## src/design/sar_adc_regs.vh

```
// Register offsets, field positions, reset values and timing counts.
// Assumes inclusion by the converter control files only.
`ifndef SAR_ADC_REGS_VH
`define SAR_ADC_REGS_VH
`define CTRL_ONE_ADDR 12'h034
`define CTRL_TWO_ADDR 12'h035
`define RES_LOW_ADDR 12'h036
`define RES_HIGH_ADDR 12'h037
`define BYTE_ADDR(i) ((i) * 4)
`define START_BIT 7
`define MODE_HI 6
`define MODE_LO 5
`define AEN_BIT 4
`define CHAN_HI 3
`define CHAN_LO 0
`define DONE_BIT 7
`define BUSY_BIT 6
`define TIME_HI 2
`define TIME_LO 0
`define RESET_BYTE 8'h00
`define MODE_OFF 2'h0
`define MODE_SINGLE 2'h1
`define MODE_REPEAT 2'h3
`define CHAN_MAX 4'h4
`define CYC_T0 10'h027
`define CYC_T1 10'h04e
`define CYC_T2 10'h09c
`define CYC_T3 10'h138
`define CYC_T4 10'h270
`define LAT_T0 8'h0a
`define LAT_T1 8'h20
`define LAT_T2 8'h80
`endif

```

## src/design/cycle_counter.v

```verilog
// Down counter that loads a count and pulses when it reaches one.
// Assumes pclk and presetn of the converter control unit.
module cycle_counter #(
  parameter W = 10
) (
  input wire pclk,
  input wire presetn,
  input wire load,
  input wire clear,
  input wire [W-1:0] count,
  output reg running,
  output wire expire
);
  reg [W-1:0] cnt_reg;
  assign expire = running && (cnt_reg == {{(W-1){1'b0}}, 1'b1});
  always @(posedge pclk or negedge presetn) begin
    if (!presetn) begin
      cnt_reg <= {W{1'b0}};
      running <= 1'b0;
    end else if (clear) begin
      cnt_reg <= {W{1'b0}};
      running <= 1'b0;
    end else if (load) begin
      cnt_reg <= count;
      running <= 1'b1;
    end else if (running) begin
      cnt_reg <= cnt_reg - {{(W-1){1'b0}}, 1'b1};
      if (expire) begin
        running <= 1'b0;
      end
    end
  end
endmodule // cycle_counter

```

## src/design/sar_adc_control_unit.v

```verilog
// Control and status logic of a 10-bit successive-approximation converter.
// Assumes an APB master on pclk and an analog core that returns a
// 10-bit code in step with the conversion timer; low_power_entry is a
// pulse from the same clock domain.
`include "sar_adc_regs.vh"

module sar_adc_control_unit (
  input wire pclk,
  input wire presetn,
  input wire psel,
  input wire penable,
  input wire pwrite,
  input wire [13:0] paddr,
  input wire [31:0] pwdata,
  output reg [31:0] prdata,
  output wire pready,
  output wire pslverr,
  input wire low_power_entry,
  input wire [9:0] sample_code,
  output wire [3:0] channel_select,
  output wire [4:0] analog_input_en,
  output wire reference_current,
  output wire sample_strobe,
  output reg conversion_done_irq
);
  localparam ST_IDLE = 2'h0;
  localparam ST_LEAD = 2'h1;
  localparam ST_CONV = 2'h2;
  localparam ST_STORE = 2'h3;

  reg [1:0] state_reg;
  reg start_reg;
  reg [1:0] operating_mode_field;
  reg analog_enable;
  reg [3:0] chan_reg;
  reg [2:0] time_reg;
  reg done_reg;
  reg busy_reg;
  reg [7:0] low_reg;
  reg [1:0] high_reg;
  reg low_read_reg;
  reg [9:0] code_reg;
  reg [9:0] conv_len;
  reg [7:0] lat_len;
  wire access;
  wire wr;
  wire rd;
  wire [11:0] waddr;
  wire aligned;
  wire hit_one;
  wire hit_two;
  wire hit_low;
  wire hit_high;
  wire mode_off_wr;
  wire start_req;
  wire time_ok;
  wire mode_ok;
  wire lat_load;
  wire lat_done;
  wire conv_load;
  wire conv_done;
  wire abort;
  wire lead_run;
  wire conv_run;

  assign access = psel && penable;
  assign wr = access && pwrite;
  assign rd = access && !pwrite;
  assign pready = 1'b1;
  assign waddr = paddr[13:2];
  assign aligned = (paddr[1:0] == 2'b00);
  assign hit_one = aligned && (waddr == `CTRL_ONE_ADDR);
  assign hit_two = aligned && (waddr == `CTRL_TWO_ADDR);
  assign hit_low = aligned && (waddr == `RES_LOW_ADDR);
  assign hit_high = aligned && (waddr == `RES_HIGH_ADDR);
  assign pslverr = access && !(hit_one || hit_two || hit_low || hit_high);

  assign mode_off_wr = wr && hit_one &&
    (pwdata[`MODE_HI:`MODE_LO] == `MODE_OFF);
  assign abort = low_power_entry || mode_off_wr;
  // Reserved time or mode codes start nothing
  assign time_ok = (time_reg <= 3'h4);
  assign mode_ok = (pwdata[`MODE_HI:`MODE_LO] == `MODE_SINGLE) ||
    (pwdata[`MODE_HI:`MODE_LO] == `MODE_REPEAT);
  assign start_req = wr && hit_one && pwdata[`START_BIT] && mode_ok &&
    time_ok && !abort && (state_reg == ST_IDLE);

  always @* begin
    case (time_reg)
      3'h0: conv_len = `CYC_T0;
      3'h1: conv_len = `CYC_T1;
      3'h2: conv_len = `CYC_T2;
      3'h3: conv_len = `CYC_T3;
      default: conv_len = `CYC_T4;
    endcase
    case (time_reg[2:1])
      2'h0: lat_len = `LAT_T0;
      2'h1: lat_len = `LAT_T1;
      default: lat_len = `LAT_T2;
    endcase
  end

  // Start latency: half the overhead before conversion; storing takes one cycle, the other half is never counted
  assign lat_load = start_req ||
    (state_reg == ST_STORE && operating_mode_field == `MODE_REPEAT &&
     !abort);
  cycle_counter #(.W(8)) lead_timer (
    .pclk(pclk),
    .presetn(presetn),
    .load(lat_load),
    .clear(abort),
    .count({1'b0, lat_len[7:1]}),
    .running(lead_run),
    .expire(lat_done)
  );
  assign conv_load = (state_reg == ST_LEAD) && lat_done && !abort;
  cycle_counter #(.W(10)) conv_timer (
    .pclk(pclk),
    .presetn(presetn),
    .load(conv_load),
    .clear(abort),
    .count(conv_len),
    .running(conv_run),
    .expire(conv_done)
  );

  assign reference_current = conv_run;
  assign sample_strobe = conv_done;
  assign channel_select = chan_reg;
  genvar gi;
  generate
    for (gi = 0; gi < 5; gi = gi + 1) begin : g_ain
      localparam [3:0] chan_code = gi;
      assign analog_input_en[gi] = analog_enable &&
        (chan_reg == chan_code);
    end
  endgenerate

  always @(posedge pclk or negedge presetn) begin
    if (!presetn) begin
      state_reg <= ST_IDLE;
      code_reg <= 10'h000;
    end else if (abort) begin
      state_reg <= ST_IDLE;
    end else begin
      case (state_reg)
        ST_IDLE: begin
          if (start_req) begin
            state_reg <= ST_LEAD;
          end
        end
        ST_LEAD: begin
          if (lat_done) begin
            state_reg <= ST_CONV;
          end
        end
        ST_CONV: begin
          if (conv_done) begin
            code_reg <= sample_code;
            state_reg <= ST_STORE;
          end
        end
        ST_STORE: begin
          if (operating_mode_field == `MODE_REPEAT) begin
            state_reg <= ST_LEAD;
          end else begin
            state_reg <= ST_IDLE;
          end
        end
        default: state_reg <= ST_IDLE;
      endcase
    end
  end

  always @(posedge pclk or negedge presetn) begin
    if (!presetn) begin
      start_reg <= 1'b0;
      operating_mode_field <= `MODE_OFF;
      analog_enable <= 1'b0;
      chan_reg <= 4'h0;
      time_reg <= 3'h0;
    end else if (low_power_entry) begin
      start_reg <= 1'b0;
      operating_mode_field <= `MODE_OFF;
      analog_enable <= 1'b0;
    end else begin
      if (start_reg) begin
        start_reg <= 1'b0;
      end
      if (wr && hit_one) begin
        start_reg <= start_req;
        operating_mode_field <= pwdata[`MODE_HI:`MODE_LO];
        analog_enable <= pwdata[`AEN_BIT];
        chan_reg <= pwdata[`CHAN_HI:`CHAN_LO];
      end
      if (wr && hit_two) begin
        time_reg <= pwdata[`TIME_HI:`TIME_LO];
      end
    end
  end

  always @(posedge pclk or negedge presetn) begin
    if (!presetn) begin
      done_reg <= 1'b0;
      busy_reg <= 1'b0;
      low_reg <= `RESET_BYTE;
      high_reg <= 2'h0;
      low_read_reg <= 1'b0;
      conversion_done_irq <= 1'b0;
    end else if (abort) begin
      done_reg <= 1'b0;
      busy_reg <= 1'b0;
      low_reg <= `RESET_BYTE;
      high_reg <= 2'h0;
      low_read_reg <= 1'b0;
      conversion_done_irq <= 1'b0;
    end else begin
      conversion_done_irq <= 1'b0;
      if (rd && hit_low) begin
        low_read_reg <= 1'b1;
      end
      if (rd && hit_high) begin
        low_read_reg <= 1'b0;
        done_reg <= 1'b0;
      end
      if (start_req) begin
        busy_reg <= 1'b1;
        done_reg <= 1'b0;
      end
      if (state_reg == ST_STORE) begin
        if (operating_mode_field != `MODE_REPEAT) begin
          busy_reg <= 1'b0;
        end
        // Completion between low and high reads is dropped; set wins
        if (!low_read_reg) begin
          low_reg <= code_reg[7:0];
          high_reg <= code_reg[9:8];
          done_reg <= 1'b1;
          conversion_done_irq <= 1'b1;
        end
      end
    end
  end
  // the guard above keeps old result and raises no done flag or interrupt

  always @(posedge pclk or negedge presetn) begin
    if (!presetn) begin
      prdata <= 32'h00000000;
    end else if (psel && !penable && !pwrite) begin
      if (paddr[1:0] != 2'b00) begin
        prdata <= 32'h00000000;
      end else if (waddr == `CTRL_ONE_ADDR) begin
        prdata <= {24'h000000, 1'b0, operating_mode_field,
          analog_enable, chan_reg};
      end else if (waddr == `CTRL_TWO_ADDR) begin
        prdata <= {24'h000000, done_reg, busy_reg, 3'h0,
          time_reg};
      end else if (waddr == `RES_LOW_ADDR) begin
        prdata <= {24'h000000, low_reg};
      end else if (waddr == `RES_HIGH_ADDR) begin
        prdata <= {24'h000000, 6'h00, high_reg};
      end else begin
        prdata <= 32'h00000000;
      end
    end
  end
endmodule // sar_adc_control_unit

```

## config.mk

```make
export PLATFORM = sky130hd
export DESIGN_NAME = sar_adc_control_unit
export DESIGN_NICKNAME = d
export VERILOG_FILES = /design/src/design/cycle_counter.v /design/src/design/sar_adc_control_unit.v
export VERILOG_INCLUDE_DIRS = /design/src /design/src/design
export SDC_FILE = /design/constraint.sdc
export NUM_CORES = 1
export LEC_CHECK = 0
export ABC_AREA = 0
export BUFFER_PORTS_ARGS = -buffer_cell sky130_fd_sc_hd__clkbuf_2
export CORE_ASPECT_RATIO = 1.2
export CORE_MARGIN = 4
export CORE_UTILIZATION = 25
export DETAILED_ROUTE_END_ITERATION = 10
export PLACE_DENSITY = 0.54
export SLEW_MARGIN = 40
export SYNTH_ARGS = -nofsm -noshare
export SYNTH_HDL_FRONTEND = slang
export SYNTH_HIERARCHICAL = 1
export SYNTH_SLANG_ARGS = --single-unit
```

## constraint.sdc

```tcl
create_clock -name pclk -period 4.1 [get_ports pclk]
set_input_delay 1.23 -clock pclk [delete_from_list [all_inputs] [get_ports pclk]]
set_output_delay 1.23 -clock pclk [all_outputs]
set_load 0.01 [all_outputs]
```

# Word level (Yosys, flattened, before mapping)
# Index checks and enable logic that the tools add are counted.
# totals
output_inout_bits	46
in_bits	62
reg_bits	88
wordCells	157
# op_classes
n_addsub	2
muxes	52
bitwise	2
n_eq_ne	25
order_cmp	1
reduce_logical	58
# op_table
op	n
$mux 8	10
$eq 12x6->1 const B	4
$pmux 10 s4	1
$logic_and 1x1->1	31
$mux 10	3
$mux 1	26
$mux 2	10
$pmux 8 s2	1
$eq 10x1->1 const B	1
$sub 10x1->10 const B	1
$ne 3x3->1 const B	3
$reduce_bool 3->1	3
$eq 2x2->1 const B	4
$eq 4x2->1 const B	2
$eq 8x1->1 const B	1
$logic_not 2->1	4
$pmux 2 s4	1
$sub 8x1->8 const B	1
$eq 2x1->1 const B	3
$eq 3x2->1 const B	2
$logic_or 1x1->1	6
$reduce_and 2->1	3
$reduce_and 3->1	2
$reduce_bool 2->1	3
10 further kinds	14

# Longest topological paths before layout
# Gate-level depths: netlist (run 1).
# logic_depth
word_depth	12
ltp_mapped	11

# By module
# Netlist (run 1), hierarchy kept.
# by_module_without_submodules
module	seq_area_each_um2	instances	cells_each	area_per_inst_um2
sar_adc_control_unit	1101.1	1	263	2454.9
cycle_counter (conv_timer)	275.3	1	72	660.6
cycle_counter (lead_timer)	225.2	1	56	523.0

# Worst setup path before layout (run 1)
# Ideal clock, no wire load.
# synth_path
path_kind	input to register
startpoint	in paddr[11]
endpoint	reg conv_timer.cnt_reg[7]
stages	11
arrival_time_ns	3.888
n_path_buf	4
slack_ns	0.134
path_cell_list	or4_1 or4_1 o21bai_1 clkbuf_1 buf_1 nor2_1 clkbuf_1 inv_1 clkbuf_1 o21bai_1 a21oi_1
# synth_between
elab_chain_len	9
word_cells_on_any_way	10
cone_classes	eq/ne: 1; mux: 2; reduce/logical: 7
# synth_rtl
element	line_no	rtl
start, declared	sar_adc_control_unit.v:13	input wire [13:0] paddr,
$eq 12x6->1 (no source line) (*)	n/a	
$logic_and 1x1->1 (*)	sar_adc_control_unit.v:72	assign hit_one = aligned && (waddr == `CTRL_ONE_ADDR);
$logic_and 1x1->1 (*) (2 in series)	sar_adc_control_unit.v:78	assign mode_off_wr = wr && hit_one &&
$logic_or 1x1->1 (*)	sar_adc_control_unit.v:80	assign abort = low_power_entry || mode_off_wr;
named net abort	sar_adc_control_unit.v:62	wire abort;
$logic_not 1->1 (*)	sar_adc_control_unit.v:116	assign conv_load = (state_reg == ST_LEAD) && lat_done && !abort;
$logic_and 1x1->1 (*)	sar_adc_control_unit.v:116	
named net conv_load	sar_adc_control_unit.v:60	wire conv_load;
$mux 10	cycle_counter.v:23	end else if (load) begin
$mux 10	cycle_counter.v:20	end else if (clear) begin
end signal, assigned	cycle_counter.v:21	cnt_reg <= {W{1'b0}};
end signal, assigned	cycle_counter.v:24	cnt_reg <= count;
end signal, assigned	cycle_counter.v:27	cnt_reg <= cnt_reg - {{(W-1){1'b0}}, 1'b1};
end, declared	cycle_counter.v:14	reg [W-1:0] cnt_reg;
# The timed path passes the listed nets; every way through them passes the cells marked *.
# A chain may end at the register's enable or synchronous reset.

# Worst setup path after layout (run 1)
# layout_path
startpoint	in paddr[11]
endpoint	out pslverr
# layout_between
elab_chain_len	7
word_cells_on_any_way	13
cone_classes	eq/ne: 4; reduce/logical: 9
# layout_rtl
element	line_no	rtl
$eq 12x6->1 (no source line)	n/a	
$logic_and 1x1->1, on equally long branches	sar_adc_control_unit.v:72, sar_adc_control_unit.v:73	
$logic_or 1x1->1 (2 in series)	sar_adc_control_unit.v:76	assign pslverr = access && !(hit_one || hit_two || hit_low || hit_high);
$logic_or 1x1->1 (*)	sar_adc_control_unit.v:76	
$logic_not 1->1 (*)	sar_adc_control_unit.v:76	
$logic_and 1x1->1 (*)	sar_adc_control_unit.v:76	
end, declared	sar_adc_control_unit.v:17	output wire pslverr,
# Every way passes the cells marked *; elsewhere a longest branch is shown, timed or not.

==> impl_metrics.yaml, run 1 <==
timing:
  maxSlewHeadroom: 0.554
  fin_crit_ns: 3.95
  drv_slew: 0
  max_freq_mhz: 253
  rsz0062_at_grt: "no"
  worstMarginPinSlew_ns: 0.668
  fin_skew_ns: 0.00447
  setup_tns_ns: 0
  fin_crit_sh: 0.964
  finalSetupViolCount: 0
  fin_hold_ws_ns: 0.478
  fin_ws_ns: 0.146
  hold_viol_final: 0
final_layout:
  stdcell_area_um2: 4400
  nets: 521
  drive_gt1_frac: 0.259
  area_delta_synth_final_pct: 21.0
  fillers: 1474
  layout_commonest_cell: "dfrtp_1"
  final_cells: 630
  postLayoutCoreUtil: 0.307
  n_antenna_cell: 0
  layout_common_cells: "dfrtp_1 (64), clkbuf_2 (58), nand2_1 (52)"
  regArea_um2: 1600
  multiInputGateArea_um2: 1810
setup_path:
  cp_top_family: "simple AND/OR/NAND/NOR gates"
  critPathMaxFanout: 3
  critPathArrivalTime_ns: 2.72
  reg2reg_to: "code_reg[1]"
  worst-endpoint-required_ns: 2.87
  r2r_cells: 6
  cp_num_buf_inv: 2
  crit_path_top_delay_cell: "or4_1"
  r2r_slack_ns: 1.01
  r2r_start: "conv_timer/cnt_reg[5]"
  path_depth: 5
  critPathCaptureType: "primary output"
  max_stage_delay_ns: 0.60
  path_class: "in -> out"
  path_cells: "clkbuf_2, or4_1, or4_1, and3_1, clkbuf_2"
  critPathCapture: "pslverr"
  startpoint: "paddr[11]"
  startpoint_type: "input pin"
cts:
  postCtsHoldBufs: 0
  post-cts-setup-buffer-count: 0
  cts_root_buf: "clkbuf_16"
  cts_tree: "done"
  clkLatencyLatePin_ns: 0.33
  ctsLongestPathBuffers: 2
  cts.sinks: 64
  cts_buffers: 9
  h-tree-depth: 3
  cts_resized: 0
  path_clk_slew_ns: 0.05
global_routing:
  grt_pass1_wl_um: 14800
  grt-ovfl-total: 0
  met3_usage: 0.0303
  busiest_layer: "met2"
  grt_usage: 0.109
  gr-usage-met2: 0.189
  grt_pass1_vias: 2950
  grt_antenna_before_repair: 0
  met1_usage: 0.132
  grt_max_degree: 25
yosys:
  synth.area.top_cells: "dfrtp_1 (44%), nand2_1 (5.4%), mux2_2 (5.3%), buf_4 (5.2%), a21oi_1 (4.3%)"
  ys_seq_area_frac: 0.440
  synth-seq-cells: 64
  avgSynthCellArea_um2: 9.31
  post-synth-top-area-fraction: 0.440
  synth.cell_area_um2: 3640
  synth-edff-count: 0
  synth_warnings: 6
  ys_types: 52
  synthFlopType: "dfrtp_1"
  postSynthCellCount: 391
  yosysTopAreaCell: "dfrtp_1"
  async_flop_share: 1.00
routing:
  drcViolationCount: 0
  drtIter0Drc: 103
  vias_per_cell: 4.65
  drtAntennaViolNets: 0
  drt-pass1-iter-count: 4
  routedWlPerCell_um: 14.1
  wl_um: 8870
  num_vias: 2930
floorplan:
  die_area_um2: 16600
  die_h_um: 140
  rows: 48
  coreArea_um2: 14400
  initial_core_util: 0.253
  pin_count: 108
  die_x_um: 118
pwr:
  power.total_mw: 1.64
  power_density_nw_per_um2: 372
  p_leak_nw: 2.03
  vdd_drop_max_uv: 258
placement:
  placedInstanceArea_um2: 4060
  pre_cts_ws_ns: 0.137
  place_hpwl_um: 6870
  post-place-cells: 615
  globalplace.congestion: 0.812
  io_buffers: 58
min_path:
  hold_path_class: "reg -> reg"
status:
  outcome: "complete, no violations"
flow_run:
  drv_cap: 0
cell families (layout without fill, tap and decap cells):
kind of cell | after synthesis | in the layout | share of synthesized area
buf+inv | 64 | 101 | 0.0922
fa+ha+maj | 8 | 8 | 0.0275
xor+xnor | 9 | 9 | 0.0217
flops | 64 | 64 | 0.440
other cells | 2 | 29 | 0.00206
compound gates | 80 | 80 | 0.143
mux | 24 | 24 | 0.0719
simple gates | 140 | 140 | 0.202
per-layer routing:
metal  part of all wire  vias up
met5                  0        -
met4              0.016        0
met3              0.043       14
met2               0.51       71
met1               0.43     1406
li1                   -     1439
synthesized netlist by cell type, types with 5 or more instances:
cell type  number
nand2_1        52
nor3_1          9
dfrtp_1        64
o31ai_1        10
ha_1            8
xor2_1          5
buf_4          25
a311oi_1        8
a21oi_1        31
mux2_2         17
clkbuf_1       17
or3_2           5
nor2_1         30
or4_1           7
o21ai_0        12
mux2i_1         7
inv_1          19
power breakdown:
part	total [mW]	switching (mW)	internal, mW
registers	0.646	0.00670	0.640
logic	0.106	0.0680	0.0379
clock network	0.885	0.278	0.607
total	1.64	0.353	1.29
area by class of cell:
type / count / area share
Inverter: 19 / 0.0162
Tap cell: 175 / 0.0497
Clock buffer: 10 / 0.0543
Sequential cell: 64 / 0.364
Clock inverter: 5 / 0.0236
Multi-Input combinational cell: 290 / 0.411
Timing Repair Buffer: 67 / 0.0813
how the worst min path moves through the flow:
stage | startpoint | end | cells past startpoint
2_1_floorplan | code_reg[0] | code_reg[0] | 1
3_3_place_gp | prdata[5] | prdata[5] | 2
3_5_place_dp | prdata[6] | prdata[6] | 2
4_1_cts | prdata[4] | prdata[4] | 2
5_1_grt | prdata[6] | prdata[6] | 2
6_report | prdata[4] | prdata[4] | 2
tightest hold or removal path, delay by kind of cell (launching register included):
kind	cells	cell delay (ns)
AO/OA/AOI/OAI	1	0.05
flip-flops	1	0.34
AND/OR/NAND/NOR	1	0.05
Power figures use the tool's default switching activity.
==> run 2: changes to the inputs <==
--- a/config.mk
+++ b/config.mk
@@ -10,9 +10,11 @@
 export BUFFER_PORTS_ARGS = -buffer_cell sky130_fd_sc_hd__clkbuf_2
 export CORE_ASPECT_RATIO = 1.2
 export CORE_MARGIN = 4
-export CORE_UTILIZATION = 25
+export CORE_UTILIZATION = 52
+export CTS_BUF_LIST = sky130_fd_sc_hd__clkbuf_16
 export DETAILED_ROUTE_END_ITERATION = 10
-export PLACE_DENSITY = 0.54
+export PLACE_DENSITY = 0.89
+export SKIP_LAST_GASP = 1
 export SLEW_MARGIN = 40
 export SYNTH_ARGS = -nofsm -noshare
 export SYNTH_HDL_FRONTEND = slang
==> impl_metrics.yaml, run 2 (synthesis results as in run 1) <==
final_layout:
  layout_commonest_cell: "dfrtp_1"
  layout_common_cells: "dfrtp_1 (64), clkbuf_2 (58), nand2_1 (52)"
  drive_gt1_frac: 0.259
  multiInputGateArea_um2: 1810
  regArea_um2: 1600
  fillers: 523
  area_delta_synth_final_pct: 16.5
  n_antenna_cell: 0
  nets: 520
min_path:
  hp-start: "prdata[5]"
  hold_end: "prdata[5]"
  min_delay_path_depth: 2
  hold_path_class: "reg -> reg"
global_routing:
  gr-usage-met2: 0.382
  grt_antenna_before_repair: 0
  busiest_layer: "met2"
  grt_usage: 0.211
  grt-ovfl-total: 0
  met3_usage: 0.0530
  grt_max_degree: 25
  grt_pass1_vias: 3012
  met1_usage: 0.239
  grt_pass1_wl_um: 14300
timing:
  fin_skew_ns: 0.00940
  drv_slew: 0
  worstMarginPinSlew_ns: 0.728
  rsz0062_at_grt: "no"
  max_freq_mhz: 255
  maxSlewHeadroom: 0.514
  fin_hold_ws_ns: 0.476
  finalSetupViolCount: 0
  fin_crit_sh: 0.956
  hold_viol_final: 0
  fin_crit_ns: 3.92
  setup_tns_ns: 0
placement:
  globalplace.congestion: 0.837
  place_hpwl_um: 6240
  io_buffers: 58
routing:
  routedWlPerCell_um: 15.9
  drtIter0Drc: 125
  drcViolationCount: 0
  vias_per_cell: 5.68
  drt-pass1-iter-count: 4
  drtAntennaViolNets: 0
  num_vias: 3076
  wl_um: 8630
setup_path:
  path_class: "in -> out"
  critPathMaxFanout: 3
  cp_num_buf_inv: 2
  r2r_cells: 6
  max_stage_delay_ns: 0.57
  cp_top_family: "simple AND/OR/NAND/NOR gates"
  r2r_slack_ns: 1.15
  critPathArrivalTime_ns: 2.69
  r2r_start: "conv_timer/cnt_reg[5]"
  worst-endpoint-required_ns: 2.87
  path_cells: "clkbuf_2, or4_1, or4_1, and3_1, clkbuf_2"
  critPathCaptureType: "primary output"
  crit_path_top_delay_cell: "or4_1"
  startpoint_type: "input pin"
  reg2reg_to: "code_reg[7]"
cts:
  cts_buffers: 9
  path_clk_slew_ns: 0.06
  post-cts-setup-buffer-count: 0
  h-tree-depth: 3
  cts_resized: 0
  clkLatencyLatePin_ns: 0.33
  cts.sinks: 64
  cts_tree: "done"
  cts_root_buf: "clkbuf_16"
  postCtsHoldBufs: 0
  ctsLongestPathBuffers: 2
floorplan:
  coreArea_um2: 6810
  die_x_um: 84.4
  die_h_um: 99.6
  rows: 33
  initial_core_util: 0.534
  pin_count: 108
  die_area_um2: 8400
flow_run:
  drv_cap: 0
pwr:
  power_density_nw_per_um2: 357
  p_leak_nw: 1.99
  vdd_drop_max_uv: 286
status:
  outcome: "complete, no violations"
## run 2: changes by cell type in the layout (fill, tap and decap cells not counted)
cell        delta
bufinv_16      -2
clkinv_4       +2
clkinvlp_4     +2
buf_4          -1
clkbuf_8       -1
clkinv_2       +1
inv_6          -1
## run 2: how the worst max path moves through the flow
stage,startpoint,to,slack [ns],cells after the start
final,paddr[11],pslverr,0.18,5
after global routing,paddr[11],pslverr,0.14,5
after CTS,paddr[11],pslverr,0.19,5
after detailed placement,paddr[11],pslverr,0.21,5
after global placement,paddr[11],pslverr,0.19,5
after floorplan,paddr[11],conv_timer/cnt_reg[7],0.13,11
## run 2: worst min-delay path, stage by stage (launching register included)
cell and delay [ns]:
dfrtp_1 0.34, nand2_1 0.05, o31ai_1 0.06
## run 2: metal layers
metal  vias to the layer above  share of wire  wire (µm)
met1                      1500           0.39       3360
met5                         -              0          0
li1                       1444              -          -
met4                         0          0.019        161
met3                        18          0.056        486
met2                       114           0.54       4630
## run 2: through the flow
step	area (µm²)	util	instances	total power [mW]	worst slack, ns
final	4240	0.622	542	1.51	0.181
after global routing	4240	0.622	542	1.56	0.137
after CTS	4240	0.622	542	1.52	0.192
after detailed placement	3940	0.578	526	0.763	0.207
after global placement	3940	0.578	526	0.758	0.186
after floorplan	3740	-	418	0.732	0.134
## run 2: power by group
part / switching, mW / internal (mW) / leakage (nW)
Combinational: 0.0692 / 0.0386 / 0.969
Clock: 0.290 / 0.470 / 0.141
Sequential: 0.00638 / 0.640 / 0.884
Total: 0.365 / 1.15 / 1.99
## run 2: layout make-up
class                   instances  area share
inverters                      19      0.0168
clock inverters                 7      0.0171
well taps                      87      0.0257
multi-input cells             290       0.427
flip-flops and latches         64       0.378
repair buffers                 66      0.0826
clock buffers                   9      0.0531
